$ cat src/rtl/cra_pkg.sv
package cra_pkg;

  localparam int unsigned CRA_AW = 16;

  // Register byte offsets
  localparam logic [CRA_AW-1:0] CRA_OFS_CFG   = 16'hfd0c;
  localparam logic [CRA_AW-1:0] CRA_OFS_MATCH = 16'hfd40;
  localparam logic [CRA_AW-1:0] CRA_OFS_STS   = 16'hfd44;
  localparam logic [CRA_AW-1:0] CRA_OFS_MASK  = 16'hfd48;
  localparam logic [CRA_AW-1:0] CRA_OFS_STATE = 16'hfd4c;

  // Config fields
  localparam int unsigned CRA_CNT_LSB  = 6;
  localparam int unsigned CRA_SUSPEND_OUT_VALUE_BIT = 5;
  localparam int unsigned CRA_BOD_BIT  = 4;
  localparam int unsigned CRA_BBM_BIT  = 3;
  localparam int unsigned CRA_EVENT_ACTION_LSB = 0;
  localparam int unsigned CRA_CFG_W    = 8;
  localparam logic [CRA_CFG_W-1:0] CRA_CFG_RST = 8'h00;

  // Match register: compare address in [15:0], enable in bit 16
  localparam int unsigned CRA_MEN_BIT = 16;
  localparam logic [16:0] CRA_MATCH_RST = 17'h00000;

  // Status / mask bits
  localparam int unsigned CRA_STS_W     = 4;
  localparam int unsigned CRA_STS_EVT   = 0;
  localparam int unsigned CRA_STS_HALT  = 1;
  localparam int unsigned CRA_STS_TRAP  = 2;
  localparam int unsigned CRA_STS_BINT  = 3;
  localparam logic [CRA_STS_W-1:0] CRA_STS_RST = 4'h0;

  // Breakpoint interrupts that exist in this core
  localparam logic [3:0] CRA_BINT_IMPL = 4'h1;

  typedef enum logic [1:0] {
    CRA_CNT_KEEP,
    CRA_CNT_START,
    CRA_CNT_STOP,
    CRA_CNT_TOGGLE
  } cra_cnt_e;

  typedef enum logic [2:0] {
    CRA_ACT_OFF,
    CRA_ACT_PULSE,
    CRA_ACT_HALT,
    CRA_ACT_TRAP,
    CRA_ACT_BINT0,
    CRA_ACT_BINT1,
    CRA_ACT_BINT2,
    CRA_ACT_BINT3
  } cra_act_e;

endpackage

$ cat src/rtl/cra_action.sv
`timescale 1ns/1ps
module cra_action
  import cra_pkg::*;
(
  input  wire logic       hclk,      // Core clock
  input  wire logic       hresetn,   // Async reset
  input  wire logic       fire,      // Event this cycle
  input  wire logic [2:0] event_action,      // Action code
  input  wire logic       breakout_disable,       // Break-out disable
  input  wire logic       break_before_make_select,       // Break before make
  output logic            bo_q,      // Break-out pulse
  output logic [5:0]      act_q      // {bint[3:0], trap, halt}
);

  logic [5:0] late_act_q;
  logic       late_bo_q;

  wire        halt_w = (event_action == CRA_ACT_HALT);
  wire        trap_w = (event_action == CRA_ACT_TRAP);
  // Codes 4..7 map to interrupts 0..3; missing ones do nothing
  wire  [3:0] bint_w = event_action[2] ? ((4'h1 << event_action[1:0]) & CRA_BINT_IMPL)
                               : 4'h0;                                // [RQ11] [RQ12] [RQ13]
  wire  [5:0] act_w  = {bint_w, trap_w, halt_w};                      // [RQ9] [RQ10]
  wire        any_w  = |act_w;
  // Unimplemented interrupt codes give no pulse either
  wire        bo_w   = !breakout_disable && (event_action == CRA_ACT_PULSE || any_w);      // [RQ5] [RQ6] [RQ8]
  wire        split  = bo_w && any_w;
  // Ordering only matters when both a pulse and an action occur
  wire  [5:0] now_act  = (fire && !(split && break_before_make_select)) ? act_w : 6'h00;   // [RQ7]
  wire  [5:0] late_act = (fire && split && break_before_make_select) ? act_w : 6'h00;      // [RQ7]
  wire        now_bo   = fire && bo_w && !(split && !break_before_make_select);            // [RQ7]
  wire        late_bo  = fire && split && !break_before_make_select;                       // [RQ7]

  always_ff @(posedge hclk or negedge hresetn)
  begin
    if (!hresetn)
    begin
      act_q      <= 6'h00;
      late_act_q <= 6'h00;
      bo_q       <= 1'b0;
      late_bo_q  <= 1'b0;
    end
    else
    begin
      act_q      <= now_act | late_act_q;
      late_act_q <= late_act;
      bo_q       <= now_bo | late_bo_q;
      late_bo_q  <= late_bo;
    end
  end

endmodule // cra_action

$ cat src/rtl/cra_event_top.sv
// Contract
// [RQ1] Counter code 00 leaves counters alone
// [RQ2] Code 01 starts, 10 stops counters
// [RQ3] Code 11 toggles counter run state
// [RQ4] Suspend-out takes stored bit on event
// [RQ5] Break-out pulses per action when enabled
// [RQ6] Disable bit suppresses break-out, actions remain
// [RQ7] Select bit orders break versus make
// [RQ8] Action code 000 does nothing
// [RQ9] 001 pulses only; 010 halts and pulses
// [RQ10] 011 takes breakpoint trap and pulses
// [RQ11] 100 raises breakpoint interrupt 0
// [RQ12] 101..111 raise interrupts 1..3 if present
// [RQ13] Absent interrupts give no action
// [RQ14] Matching special register access raises event
`timescale 1ns/1ps
module cra_event_top
  import cra_pkg::*;
(
  input  wire logic        hclk,            // Core clock, 250 MHz
  input  wire logic        hresetn,         // Async reset
  input  wire logic        hsel,            // Slave select
  input  wire logic [31:0] haddr,           // Byte address
  input  wire logic [1:0]  htrans,          // Transfer type
  input  wire logic        hwrite,          // Write
  input  wire logic [2:0]  hsize,           // Word only
  input  wire logic [31:0] hwdata,          // Write data
  input  wire logic        hready,          // Bus ready
  output logic             hreadyout,       // Slave ready
  output logic             hresp,           // Always OKAY
  output logic [31:0]      hrdata,          // Read data
  input  wire logic        sfr_acc_valid,   // Core SFR access
  input  wire logic [15:0] sfr_acc_addr,    // Its address
  output logic             perf_cnt_run,    // Counters running
  output logic             suspend_out,     // Suspend-out level
  output logic             break_out_signal,// Break-out pulse
  output logic             break_before_make,// Ordering select
  output logic             halt_req,        // Halt pulse
  output logic             bkpt_trap_req,   // Trap pulse
  output logic [3:0]       bkpt_int_req,    // Interrupt pulses
  output logic             irq              // Status interrupt
);

  function automatic logic hit(input logic [CRA_AW-1:0] a,
                               input logic [CRA_AW-1:0] ofs);
    hit = (a == ofs);
  endfunction

  logic [CRA_CFG_W-1:0] cfg_q;
  logic [16:0]          match_q;
  logic [CRA_STS_W-1:0] sts_q;
  logic [CRA_STS_W-1:0] mask_q;
  logic                 run_q;
  logic                 suspend_out_value_q;
  logic                 wr_q;
  logic                 rd_q;
  logic [CRA_AW-1:0]    addr_q;
  logic                 rdy_q;
  logic                 resp_q;
  logic [31:0]          rdata_q;
  logic                 irq_q;
  logic                 bo_q;
  logic [5:0]           act_q;

  // Bus address phase
  wire addr_ok = hsel && hready && htrans[1];
  wire wr_cfg   = wr_q && hit(addr_q, CRA_OFS_CFG);
  wire wr_match = wr_q && hit(addr_q, CRA_OFS_MATCH);
  wire wr_sts   = wr_q && hit(addr_q, CRA_OFS_STS);
  wire wr_mask  = wr_q && hit(addr_q, CRA_OFS_MASK);
  wire wr_state = wr_q && hit(addr_q, CRA_OFS_STATE);

  // Config fields
  wire [1:0] cnt  = cfg_q[CRA_CNT_LSB +: 2];
  wire       suspend_out_value = cfg_q[CRA_SUSPEND_OUT_VALUE_BIT];
  wire       breakout_disable  = cfg_q[CRA_BOD_BIT];
  wire       break_before_make_select  = cfg_q[CRA_BBM_BIT];
  wire [2:0] event_action = cfg_q[CRA_EVENT_ACTION_LSB +: 3];

  // Event source
  wire fire = sfr_acc_valid && match_q[CRA_MEN_BIT]
              && (sfr_acc_addr == match_q[15:0]);                     // [RQ14]

  // Counter run control; an event outranks a software write
  logic run_d;
  always_comb
  begin
    run_d = wr_state ? hwdata[0] : run_q;
    if (fire)
    begin
      case (cra_cnt_e'(cnt))
        CRA_CNT_KEEP:   run_d = run_q;                                // [RQ1]
        CRA_CNT_START:  run_d = 1'b1;                                 // [RQ2]
        CRA_CNT_STOP:   run_d = 1'b0;                                 // [RQ2]
        CRA_CNT_TOGGLE: run_d = ~run_q;                               // [RQ3]
        default:        run_d = run_q;
      endcase
    end
  end

  wire suspend_out_value_d = fire ? suspend_out_value : suspend_out_value_q;                                 // [RQ4]

  // Sticky status; a new event beats a same-cycle clear
  wire [CRA_STS_W-1:0] sts_set = {|act_q[5:2], act_q[1], act_q[0], fire};
  wire [CRA_STS_W-1:0] sts_clr = wr_sts ? hwdata[CRA_STS_W-1:0] : 4'h0;
  wire [CRA_STS_W-1:0] sts_d   = (sts_q & ~sts_clr) | sts_set;
  wire                 irq_d   = |(sts_d & mask_q);

  // Reserved bits read as zero
  wire [31:0] rdata_mux =
      hit(addr_q, CRA_OFS_CFG)   ? {24'h000000, cfg_q} :
      hit(addr_q, CRA_OFS_MATCH) ? {15'h0000, match_q} :
      hit(addr_q, CRA_OFS_STS)   ? {28'h0000000, sts_q} :
      hit(addr_q, CRA_OFS_MASK)  ? {28'h0000000, mask_q} :
      hit(addr_q, CRA_OFS_STATE) ? {30'h00000000, suspend_out_value_q, run_q} :
                                   32'h00000000;

  // Bus slave: writes take no wait, reads one wait state
  // so a read right after a write sees the new value
  always_ff @(posedge hclk or negedge hresetn)
  begin
    if (!hresetn)
    begin
      wr_q    <= 1'b0;
      rd_q    <= 1'b0;
      addr_q  <= 16'h0000;
      rdy_q   <= 1'b1;
      resp_q  <= 1'b0;
      rdata_q <= 32'h00000000;
    end
    else
    begin
      wr_q   <= addr_ok && hwrite;
      rd_q   <= addr_ok && !hwrite;
      rdy_q  <= !(addr_ok && !hwrite);
      resp_q <= 1'b0;
      if (addr_ok)
        addr_q <= haddr[CRA_AW-1:0];
      if (rd_q)
        rdata_q <= rdata_mux;
    end
  end

  // Register file
  always_ff @(posedge hclk or negedge hresetn)
  begin
    if (!hresetn)
    begin
      cfg_q   <= CRA_CFG_RST;
      match_q <= CRA_MATCH_RST;
      mask_q  <= CRA_STS_RST;
    end
    else
    begin
      if (wr_cfg)
        cfg_q <= hwdata[CRA_CFG_W-1:0];                               // [RQ14]
      if (wr_match)
        match_q <= hwdata[16:0];
      if (wr_mask)
        mask_q <= hwdata[CRA_STS_W-1:0];
    end
  end

  // Block state
  always_ff @(posedge hclk or negedge hresetn)
  begin
    if (!hresetn)
    begin
      run_q  <= 1'b0;
      suspend_out_value_q <= 1'b0;
      sts_q  <= CRA_STS_RST;
      irq_q  <= 1'b0;
    end
    else
    begin
      run_q  <= run_d;
      suspend_out_value_q <= suspend_out_value_d;
      sts_q  <= sts_d;
      irq_q  <= irq_d;
    end
  end

  cra_action u_action (
    .hclk    (hclk),
    .hresetn (hresetn),
    .fire    (fire),
    .event_action    (event_action),
    .breakout_disable     (breakout_disable),
    .break_before_make_select     (break_before_make_select),
    .bo_q    (bo_q),
    .act_q   (act_q)
  );

  assign hreadyout         = rdy_q;
  assign hresp             = resp_q;
  assign hrdata            = rdata_q;
  assign perf_cnt_run      = run_q;
  assign suspend_out       = suspend_out_value_q;
  assign break_out_signal  = bo_q;
  assign break_before_make = cfg_q[CRA_BBM_BIT];                      // [RQ7]
  assign halt_req          = act_q[0];
  assign bkpt_trap_req     = act_q[1];
  assign bkpt_int_req      = act_q[5:2];
  assign irq               = irq_q;

  // Helper terms for checking
  wire bo_en     = !breakout_disable && (event_action == CRA_ACT_PULSE || event_action == CRA_ACT_HALT
                   || event_action == CRA_ACT_TRAP || event_action == CRA_ACT_BINT0);
  wire f_bo      = fire && bo_en;
  wire f_halt    = fire && event_action == CRA_ACT_HALT;
  wire f_trap    = fire && event_action == CRA_ACT_TRAP;
  wire f_bint0   = fire && event_action == CRA_ACT_BINT0;
  wire f_hi      = fire && event_action[2] && (event_action[1:0] != 2'b00);
  wire f_bbm     = f_halt && !breakout_disable && break_before_make_select;
  wire f_bam     = f_halt && !breakout_disable && !break_before_make_select;
  wire bo_src    = bo_en && fire;
endmodule // cra_event_top

$ cat config.mk
export PLATFORM = sky130hd
export DESIGN_NAME = cra_event_top
export DESIGN_NICKNAME = d
export VERILOG_FILES = /design/src/rtl/cra_pkg.sv /design/src/rtl/cra_action.sv /design/src/rtl/cra_event_top.sv
export SDC_FILE = /design/constraint.sdc
export NUM_CORES = 1
export LEC_CHECK = 0
export ABC_AREA = 1
export CAP_MARGIN = 20
export CORE_MARGIN = 2
export CORE_UTILIZATION = 45
export CTS_CLUSTER_SIZE = 40
export DETAILED_ROUTE_END_ITERATION = 7
export DONT_BUFFER_PORTS = 1
export PLACE_DENSITY = 0.66
export REMOVE_ABC_BUFFERS = 1
export SLEW_MARGIN = 15
export SYNTH_ARGS = -nofsm -noshare
export SYNTH_HDL_FRONTEND = slang
export SYNTH_SLANG_ARGS = --single-unit
$ cat constraint.sdc
create_clock -name hclk -period 1.75 [get_ports hclk]
set_input_delay 0.35 -clock hclk [delete_from_list [all_inputs] [get_ports hclk]]
set_output_delay 0.35 -clock hclk [all_outputs]
set_load 0.02 [all_outputs]
==> metrics.csv, run 1 <==
metric,value,unit
outcome,"complete, but fails checks",
failing checks,negative hold slack,
worst skew pair latency,350,ps
WP data required,1990,ps
mux contribution to synthesized area,0.01897,
CTS Buffer Depth,2,
drt initial violations,109,
Area contributors post-synth,"dfrtp_1 48%, nand2_1 15%, nor2_1 5.1%",
Pre-antenna DRT Iters,6,
Avg WL per Cell,15.17,µm
largest family of logic cells by synthesized area,simple AND/OR/NAND/NOR gates,
setup ws final,111.9,ps
slowest library cell on the worst path,dfrtp_1,
"Hold Vio Cnt, Final",80,
Post-synth top cells,"162 x nand2_1, 79 x dfrtp_1, 57 x nor2_1",
Crit path max-delay family,simple AND/OR/NAND/NOR gates,
post-route clock period utilization,0.9360,
vias per cell,5.006,
CP Max Fanout,8,
"count leader, synth",nand2_1,
Pleak,2.432,nW
first-pass GRT wire length,15.57,mm
Synth Area in Compound Gates,0.09365,
overall power,3.564,mW
fmax,0.6105,GHz
routed wire length,10.02,mm
post-synthesis cell count,526,
Worst Clk Skew,14.71,ps
Worst R2R Path Depth,9,
startpoint types,flop,
post-layout util,0.5023,
max-cap viol count,0,
biggest area consumer among synthesized cells,dfrtp_1,
critical path class,flop to flop,
FF-to-FF setup slack,110,ps
Critical Path AT,1880,ps
Finished Cell Area,4576,µm²
DP Worst Slack,93.51,ps
clk slew on worst S/H paths,90,ps
CTS Buf Count,9,
WP depth,9,
Die Ht,100.1,µm
number of nets in the layout,635,
placed cell area,4255,µm²
Remaining DRCs,0,
"Seq/Total Area, Yosys",0.4821,
simple-gate share of the synthesized area,0.2849,
# rows,35,
ant diodes,0,
dpl hpwl,6.958,mm
gr ovfl total,0,
cell area after synthesis,4155,µm²
antenna violations before repair,0,
CTS tree,built,
Ys Warns,0,
post-synthesis adder-cell area fraction,0,
CTS Root Cell,clkbuf_8,
XOR/XNOR Fraction of Synth Area,0.004216,
Slew Limit Fails,0,
Clock Sinks,80,
min cycle time layout,1638,ps
Post-Layout Cell Count,660,
core area,9109,µm²
reg2reg end,match_q[5],
Min Hold Slack,-322.3,ps
largest net degree at the start of global routing,81,
H-tree Lvls,3,
die area,10020,µm²
Chip Width,100.1,µm
GPL Wtd Cong,0.9064,
initial core utilization,0.4562,
PortBufs,0,
dpl cells,639,
worst stage delay on the critical path,380,ps
Synth top area share,0.4758,
num ports,136,
path type of the worst min-delay path,input pin to asynchronous set/reset pin,
GRT Total Usage,0.2001,
number of synthesized flops with an enable pin,0,
WP buf/inv,3,
share of layout cells above drive strength 1,0.1803,
worst path cell trace,inv_2 -> nand2_2 -> nor2_4 -> nand2_4 -> nor3_4 -> clkinv_4 -> nor2_8 -> buf_6 -> o21ai_2,
final setup violation count,0,
"Primary FF master, synth",dfrtp_1,
Power Dens Cells,778.8,nW/µm²
reg2reg start,addr_q[9],
Seq cells post-synth,80,
Post-synth ARST share,1.000,
Area Overhead vs Synth,10.12,%
vias in the first global route,3236,
via count,3304,
CP Capture Type,flop,
peak supply drop,428.8,µV
synthesized area per cell,7.900,µm²
total negative slack,0,ps
Unique masters post-synth,34,
DRT antenna net count,0,
[placed cells by master, fill, tap and decap left out, types with 13 or more instances in the layout]
| master | instances |
|---|---|
| nand2_1 | 161 |
| dfrtp_1 | 79 |
| inv_1 | 55 |
| nor2_1 | 53 |
| nand3_1 | 20 |
| conb_1 | 19 |
| nand2_2 | 15 |
| o21ai_2 | 14 |
| buf_4 | 14 |
| inv_2 | 13 |
| a21oi_1 | 13 |
[power breakdown]
group          switching [mW]  internal [mW]  total, mW  leakage, nW
Combinational           0.174         0.0861      0.260         1.43
Clock                   0.697          0.653       1.35       0.0920
Sequential             0.0367           1.92       1.95        0.909
[timing repair]
action                                  CTS  global route
resized for setup                         0            17
buffers inserted                          0             2
endpoints found under the hold margin    80            80
endpoints found under the setup margin    0            26
[registers in the layout, summed over array words and instances, names as in the netlist]
register / flops
sts_q: 4
perf_cnt_run: 1
suspend_out: 1
hreadyout: 1
addr_q: 16
rd_q: 1
irq: 1
u_action.late_bo_q: 1
cfg_q: 8
mask_q: 4
u_action.late_act_q: 3
wr_q: 1
hrdata: 17
match_q: 17
u_action.act_q: 3
u_action.bo_q: 1
[worst max-delay path by stage]
stage	start	endpoint	slack, ps
after floorplan	addr_q[7]	match_q[0]	70
after global placement	addr_q[9]	irq	110
after detailed placement	addr_q[7]	mask_q[0]	90
after CTS	addr_q[4]	mask_q[0]	70
after global routing	addr_q[4]	mask_q[0]	-20
final	addr_q[9]	match_q[5]	110
[cells by family after synthesis]
logic type | count (synthesis)
compound gates | 60
xor+xnor | 2
buf+inv | 99
flops | 80
mux | 7
other cells | 1
simple gates | 277
[metal layers]
metal  part of all wire  up-vias  track usage
met5                  0        -            0
met4              0.019        0      0.06744
met3              0.067       17      0.06267
met2               0.48      110       0.3321
met1               0.43     1536       0.2490
li1                   -     1641            -
[worst reg2reg max path, delay by kind of cell, from the launching register on]
kind / cells / cell delay [ps]
buffers and inverters: 3 / 380
DFF: 1 / 380
AOI/OAI and AO/OA: 1 / 70
and+or+nand+nor: 5 / 710
[final cells by class]
type	instances	area (µm²)
inverters	70	267.8
fillers	903	4533
multi-input cells	365	1792
clock inverters	6	60.06
clock buffers	10	127.6
well taps	111	138.9
flip-flops and latches	80	2003
repair buffers	18	186.4
No activity file was read; power rests on OpenSTA's default activity.
==> inputs of run 2 (changes only) <==
--- a/config.mk
+++ b/config.mk
@@ -12,7 +12,7 @@
 export CTS_CLUSTER_SIZE = 40
 export DETAILED_ROUTE_END_ITERATION = 7
 export DONT_BUFFER_PORTS = 1
-export PLACE_DENSITY = 0.66
+export PLACE_DENSITY = 0.64
 export REMOVE_ABC_BUFFERS = 1
 export SLEW_MARGIN = 15
 export SYNTH_ARGS = -nofsm -noshare
==> constraint.sdc (replaced) <==
create_clock -name hclk -period 1.7 [get_ports hclk]
set_input_delay 0.34 -clock hclk [delete_from_list [all_inputs] [get_ports hclk]]
set_output_delay 0.34 -clock hclk [all_outputs]
set_load 0.02 [all_outputs]
==> run 2 against run 1 <==
  * The run still ends with negative hold slack left
  * Routed wire length down 1.2%
  * Clock power up 9.6%
  * Sequential power up 3%
  * Sequential cell count unchanged
  * Clock skew down 2.5 ps
  * Via count up 0.51%
  * Worst hold slack better by 4.5 ps
  * First-iteration DRC count up 30%
==> metrics.csv, run 2 (synthesis results as in run 1) <==
metric,value,unit,change
min cycle time layout,1682,ps,+43.85 ps
Avg WL per Cell,14.85,µm,-2.1%
num ports,136,,unchanged
via count,3321,,+0.51%
vias per cell,4.986,,-0.39%
"Hold Vio Cnt, Final",80,,unchanged
RSZ-0062 raised after global routing,yes,,
CP Max Fanout,8,,unchanged
Crit path max-delay family,simple AND/OR/NAND/NOR gates,,
drt initial violations,142,,+30%
Clock Sinks,80,,unchanged
routed wire length,9.892,mm,-1.2%
dpl hpwl,6.817,mm,-2.0%
Chip Width,100.1,µm,unchanged
Slew Limit Fails,0,,unchanged
worst path cell trace,inv_2 -> nand2_2 -> nor2_4 -> nand2_4 -> nor3_4 -> inv_4 -> nor2_8 -> clkbuf_16 -> nand2_2 -> o21ai_2,,
peak supply drop,450.6,µV,+5.1%
ant diodes,0,,unchanged
Remaining DRCs,0,,unchanged
failing checks,negative hold slack,,
startpoint types,flop,,
GRT Total Usage,0.1944,,-0.005708
Worst path most repeated cell,nand2_2,,
first-pass GRT wire length,15.10,mm,-3.0%
PortBufs,0,,unchanged
Worst Clk Skew,12.22,ps,-2.490 ps
worst skew pair latency,340,ps,about the same
total negative slack,0,ps,unchanged
die area,10020,µm²,unchanged
path type of the worst min-delay path,input pin to asynchronous set/reset pin,,
core area,9109,µm²,unchanged
clk slew on worst S/H paths,80,ps,about the same
Min Hold Slack,-317.8,ps,+4.496 ps
Critical Path AT,1950,ps,+70 ps
dpl cells,640,,+0.16%
WP buf/inv,3,,unchanged
Post-Layout Cell Count,666,,+0.91%
Slew Limit Headroom,0.6619,,
Pleak,2.536,nW,+4.3%
share of layout cells above drive strength 1,0.1838,,+0.003456
# rows,35,,unchanged
worst stage delay on the critical path,380,ps,about the same
CTS tree,built,,
post-route clock period utilization,0.9894,,+0.05332
CTS Buffer Depth,2,,unchanged
vias in the first global route,3227,,-0.28%
Power Dens Cells,800.8,nW/µm²,+2.8%
outcome,"complete, but fails checks",,
Finished Cell Area,4697,µm²,+2.7%
WP data required,1970,ps,-20 ps
placed cell area,4263,µm²,+0.18%
number of nets in the layout,642,,+1.1%
worst slew pin tran,505.7,ps,
final setup violation count,0,,unchanged
max-cap viol count,0,,unchanged
Area Overhead vs Synth,13.04,%,
"commonest non-fill, non-tap cell in the layout",nand2_1,,
largest net degree at the start of global routing,81,,unchanged
Die Ht,100.1,µm,unchanged
fmax,0.5946,GHz,-2.6%
CP Capture Type,flop,,
GPL Wtd Cong,0.8973,,-1.0%
antenna violations before repair,0,,unchanged
DRT antenna net count,0,,unchanged
H-tree Lvls,3,,unchanged
Pre-antenna DRT Iters,4,,-2
gr ovfl total,0,,unchanged
critical path class,flop to flop,,
slowest library cell on the worst path,dfrtp_1,,
CTS Buf Count,9,,unchanged
initial core utilization,0.4562,,unchanged
most frequent cells in the layout,"161 x nand2_1, 79 x dfrtp_1, 55 x inv_1, 55 x nor2_1, 21 x nand3_1",,
CTS Root Cell,clkbuf_8,,
-- run 2: power breakdown --
group          switching, mW  total [mW]  leakage, nW  internal (mW)
clock network          0.661        1.48        0.103          0.817
logic                  0.176       0.270         1.52         0.0936
registers             0.0394        2.01        0.909           1.97
total                  0.877        3.76         2.54           2.88
-- run 2: layout make-up --
type / count / area [µm²]
fill: 892 / 4412
clock inverter: 4 / 70.07
tap: 111 / 138.9
timing repair buffer: 25 / 276.5
sequential: 80 / 2003
clock buffer: 11 / 131.4
inverter: 70 / 265.3
multi-input combinational: 365 / 1812
-- run 2: repair_timing --
action / CTS / global route
endpoints found under the hold margin: 80 / 80
buffers inserted: 0 / 6
endpoints found under the setup margin: 0 / 31
gates resized for setup: 0 / 19
-- run 2: path summary, 6_finish.rpt --
check	to	slack, ps	cells after the start	from
min	hrdata[11]	-320	0	hresetn
max in group asynchronous	hreadyout	1790	0	hresetn
max	match_q[10]	20	10	addr_q[9]
min reg2reg	u_action.act_q[2]	430	1	u_action.late_act_q[2]
min in group hclk	rd_q	80	1	hwrite
max reg2reg	match_q[10]	20	10	addr_q[9]
-- run 2: layer usage --
metal / vias up / GRT usage / routed length [µm]
li1: 1660 / - / -
met1: 1545 / 0.2398 / 4205
met4: 0 / 0.05901 / 262
met2: 95 / 0.3316 / 4811
met3: 21 / 0.05641 / 613
met5: - / 0 / 0
-- run 2: stage by stage --
stage / setup WS, ps / utilization / power [mW]
after global routing: -64.29 / 0.5157 / 3.941
final: 18.10 / 0.5157 / 3.761
after floorplan: 22.97 / - / 2.253
after CTS: 52.67 / 0.4901 / 3.801
after global placement: 100.7 / 0.4680 / 2.294
after detailed placement: 74.39 / 0.4680 / 2.305
==> inputs of run 3 (changes only) <==
--- a/config.mk
+++ b/config.mk
@@ -5,7 +5,7 @@
 export SDC_FILE = /design/constraint.sdc
 export NUM_CORES = 1
 export LEC_CHECK = 0
-export ABC_AREA = 1
+export ABC_AREA = 0
 export CAP_MARGIN = 20
 export CORE_MARGIN = 2
 export CORE_UTILIZATION = 45
==> run 3 against run 2 <==
  * The flow finishes with violations (negative hold slack, negative setup slack)
  * Global-route usage rose by 0.66 points
  * Total power grew 17%
  * Clock skew is 1.3 ps lower
  * Cell area increased by 5.5%
  * Via count down 17%
  * Core utilization is 8.2 points higher
  * First-iteration DRC count up 7.7%
  * Die area shrank 6.3%
  * Combinational power rose by 120%
  * Cell count shrank 25%
  * Critical endpoint is now perf_cnt_run
==> metrics.csv, run 3 <==
metric,value,unit,change
outcome,"complete, but fails checks",,
failing checks,"negative hold slack, negative setup slack",,
RSZ-0062 raised after global routing,yes,,
H-tree Lvls,3,,unchanged
clock network power share,0.374,,-0.019
CTS tree,built,,
Power Dens Cells,891.4,nW/µm²,+11%
peak supply drop,425.7,µV,-5.5%
post-route clock period utilization,1.051,,+0.06135
Area contributors post-synth,"dfrtp_1 51%, mux2_2 10%, buf_4 3.9%",,
antenna violations before repair,0,,unchanged
Reg power frac,0.492,,-0.043
CTS Root Cell,clkbuf_8,,
Area Overhead vs Synth,27.69,%,
Clock Sinks,80,,unchanged
DP Worst Slack,-177.9,ps,-252.3 ps
synthesized area per cell,12.02,µm²,+52%
routed wire length,9.655,mm,-2.4%
"commonest non-fill, non-tap cell in the layout",dfrtp_1,,
die area,9384,µm²,-6.3%
number of synthesized flops with an enable pin,0,,unchanged
Remaining DRCs,0,,unchanged
# rows,33,,-5.7%
dpl hpwl,6.474,mm,-5.0%
CTS Buf Count,9,,unchanged
Critical Path AT,2070,ps,+120 ps
Synth top area share,0.5093,,+0.03359
Pre-antenna DRT Iters,4,,unchanged
path type of the worst min-delay path,input pin to asynchronous set/reset pin,,
Die Ht,96.87,µm,-3.2%
WP data required,1990,ps,+20 ps
"Primary FF master, synth",dfrtp_1,,
vias per cell,5.525,,+11%
biggest area consumer among synthesized cells,dfrtp_1,,
dpl cells,474,,-26%
final setup violation count,27,,+27
CP Capture Type,flop,,
"Hold Vio Cnt, Final",80,,unchanged
Chip Width,96.87,µm,-3.2%
Post-Layout Cell Count,499,,-25%
gr ovfl total,0,,unchanged
Post-synth ARST share,1.000,,unchanged
via count,2757,,-17%
largest net degree at the start of global routing,81,,unchanged
drt initial violations,153,,+7.7%
internal power,3.290,mW,+14%
core area,8299,µm²,-8.9%
cell area after synthesis,3881,µm²,-6.6%
Worst Clk Skew,10.90,ps,-1.323 ps
Comb pwr share,0.134,,+0.062
DRT antenna net count,0,,unchanged
CTS Buffer Depth,2,,unchanged
area occupied by registers,2003,µm²,unchanged
initial core utilization,0.4677,,+0.01148
Pleak,2.198,nW,-13%
number of nets in the layout,480,,-25%
sw frac,0.2553,,+0.02216
Fill cells,649,,-27%
PortBufs,0,,unchanged
Slew Limit Fails,0,,unchanged
ant diodes,0,,unchanged
clk slew on worst S/H paths,90,ps,about the same
num ports,136,,unchanged
setup ws final,-86.20,ps,-104.3 ps
GPL Wtd Cong,0.9135,,+1.8%
post-synthesis cell count,323,,-39%
share of layout cells above drive strength 1,0.4619,,+0.2781
critical path class,flop to flop,,
most frequent cells in the layout,"79 x dfrtp_1, 58 x buf_4, 35 x mux2_2",,
"Seq/Total Area, Yosys",0.5161,,+0.03403
first-pass GRT wire length,14.86,mm,-1.6%
min cycle time layout,1786,ps,+104.3 ps
Ys Warns,0,,unchanged
max-cap viol count,0,,unchanged
Seq cells post-synth,80,,unchanged
GRT Total Usage,0.2010,,+0.006608
fmax,0.5598,GHz,-5.8%
CP Max Fanout,4,,-4
Post-synth top cells,"79 x dfrtp_1, 35 x mux2_2, 23 x nand2_1",,
Min Hold Slack,-325.1,ps,-7.350 ps
Worst R2R Path Depth,6,,-4
startpoint types,flop,,
multi-input combinational cell area,2032,µm²,+12%
P_sw,1.128,mW,+29%
worst skew pair latency,350,ps,about the same
Unique masters post-synth,56,,+65%
"count leader, synth",dfrtp_1,,
Avg WL per Cell,19.35,µm,+30%
vias in the first global route,2833,,-12%
## run 3: area by class of cell
| class | instances | share of cell area |
|---|---|---|
| flip-flops and latches | 80 | 0.4042 |
| clock inverters | 4 | 0.01490 |
| repair buffers | 62 | 0.1005 |
| inverters | 14 | 0.01060 |
| clock buffers | 12 | 0.03332 |
| well taps | 105 | 0.02651 |
| multi-input cells | 222 | 0.4100 |
## run 3: power by group through the flow
stage	clock, mW	combinational (mW)	sequential [mW]
finish	1.65	0.592	2.18
global route	1.77	0.639	2.20
CTS	1.69	0.562	2.17
detailed placement	0	0.520	2.21
global placement	0	0.508	2.20
floorplan	0	0.309	2.21
## run 3: metrics by stage
step / setup TNS (ps) / util / power [mW] / instance area (µm²)
2_1_floorplan: -184.1 / - / 2.518 / 3759
3_3_place_gp: -2512 / 0.5209 / 2.712 / 4323
3_5_place_dp: -3590 / 0.5209 / 2.726 / 4323
4_1_cts: -535.3 / 0.5822 / 4.421 / 4832
5_1_grt: -3015 / 0.5972 / 4.603 / 4956
6_report: -812.9 / 0.5972 / 4.418 / 4956
## run 3: path summary, 6_finish.rpt
kind                                        start                 to  slack [ps]
min                                       hresetn        match_q[11]        -330
max                                     addr_q[5]       perf_cnt_run         -90
max in group asynchronous                 hresetn          hreadyout        1800
min in group hclk                          hwrite          hreadyout         120
min reg2reg                u_action.late_act_q[1]  u_action.act_q[1]         430
max reg2reg                             addr_q[5]       perf_cnt_run         -90
## run 3: critical path, cell delays in order, from the launching register on
cell,delay (ps)
dfrtp_1,390
nor2_2,220
buf_4,200
nand2_1,130
or4_1,510
a22o_1,200
nand2_1,60
## run 3: kinds of logic after synthesis
group                  after synthesis  synth area share
multiplexers                        47            0.1518
AND/OR/NAND/NOR                     97            0.1489
flip-flops                          80            0.5161
XOR/XNOR                            16           0.03611
AO/OA/AOI/OAI                       40           0.08350
other                                1         0.0009662
buffers and inverters               42           0.06254
## run 3: per-layer routing
layer | vias to the layer above | share of wire | track usage
met5 | - | 0 | 0
met2 | 111 | 0.46 | 0.3029
met3 | 21 | 0.071 | 0.05997
met1 | 1361 | 0.44 | 0.2682
li1 | 1264 | - | -
met4 | 0 | 0.023 | 0.09101
## run 3: what timing repair did
action / CTS / global route
pin swaps: 14 / 24
endpoints found under the hold margin: 80 / 80
endpoints found under the setup margin: 41 / 48
setup buffers: 6 / 1
cloned: 2 / 1
gates resized for setup: 32 / 22
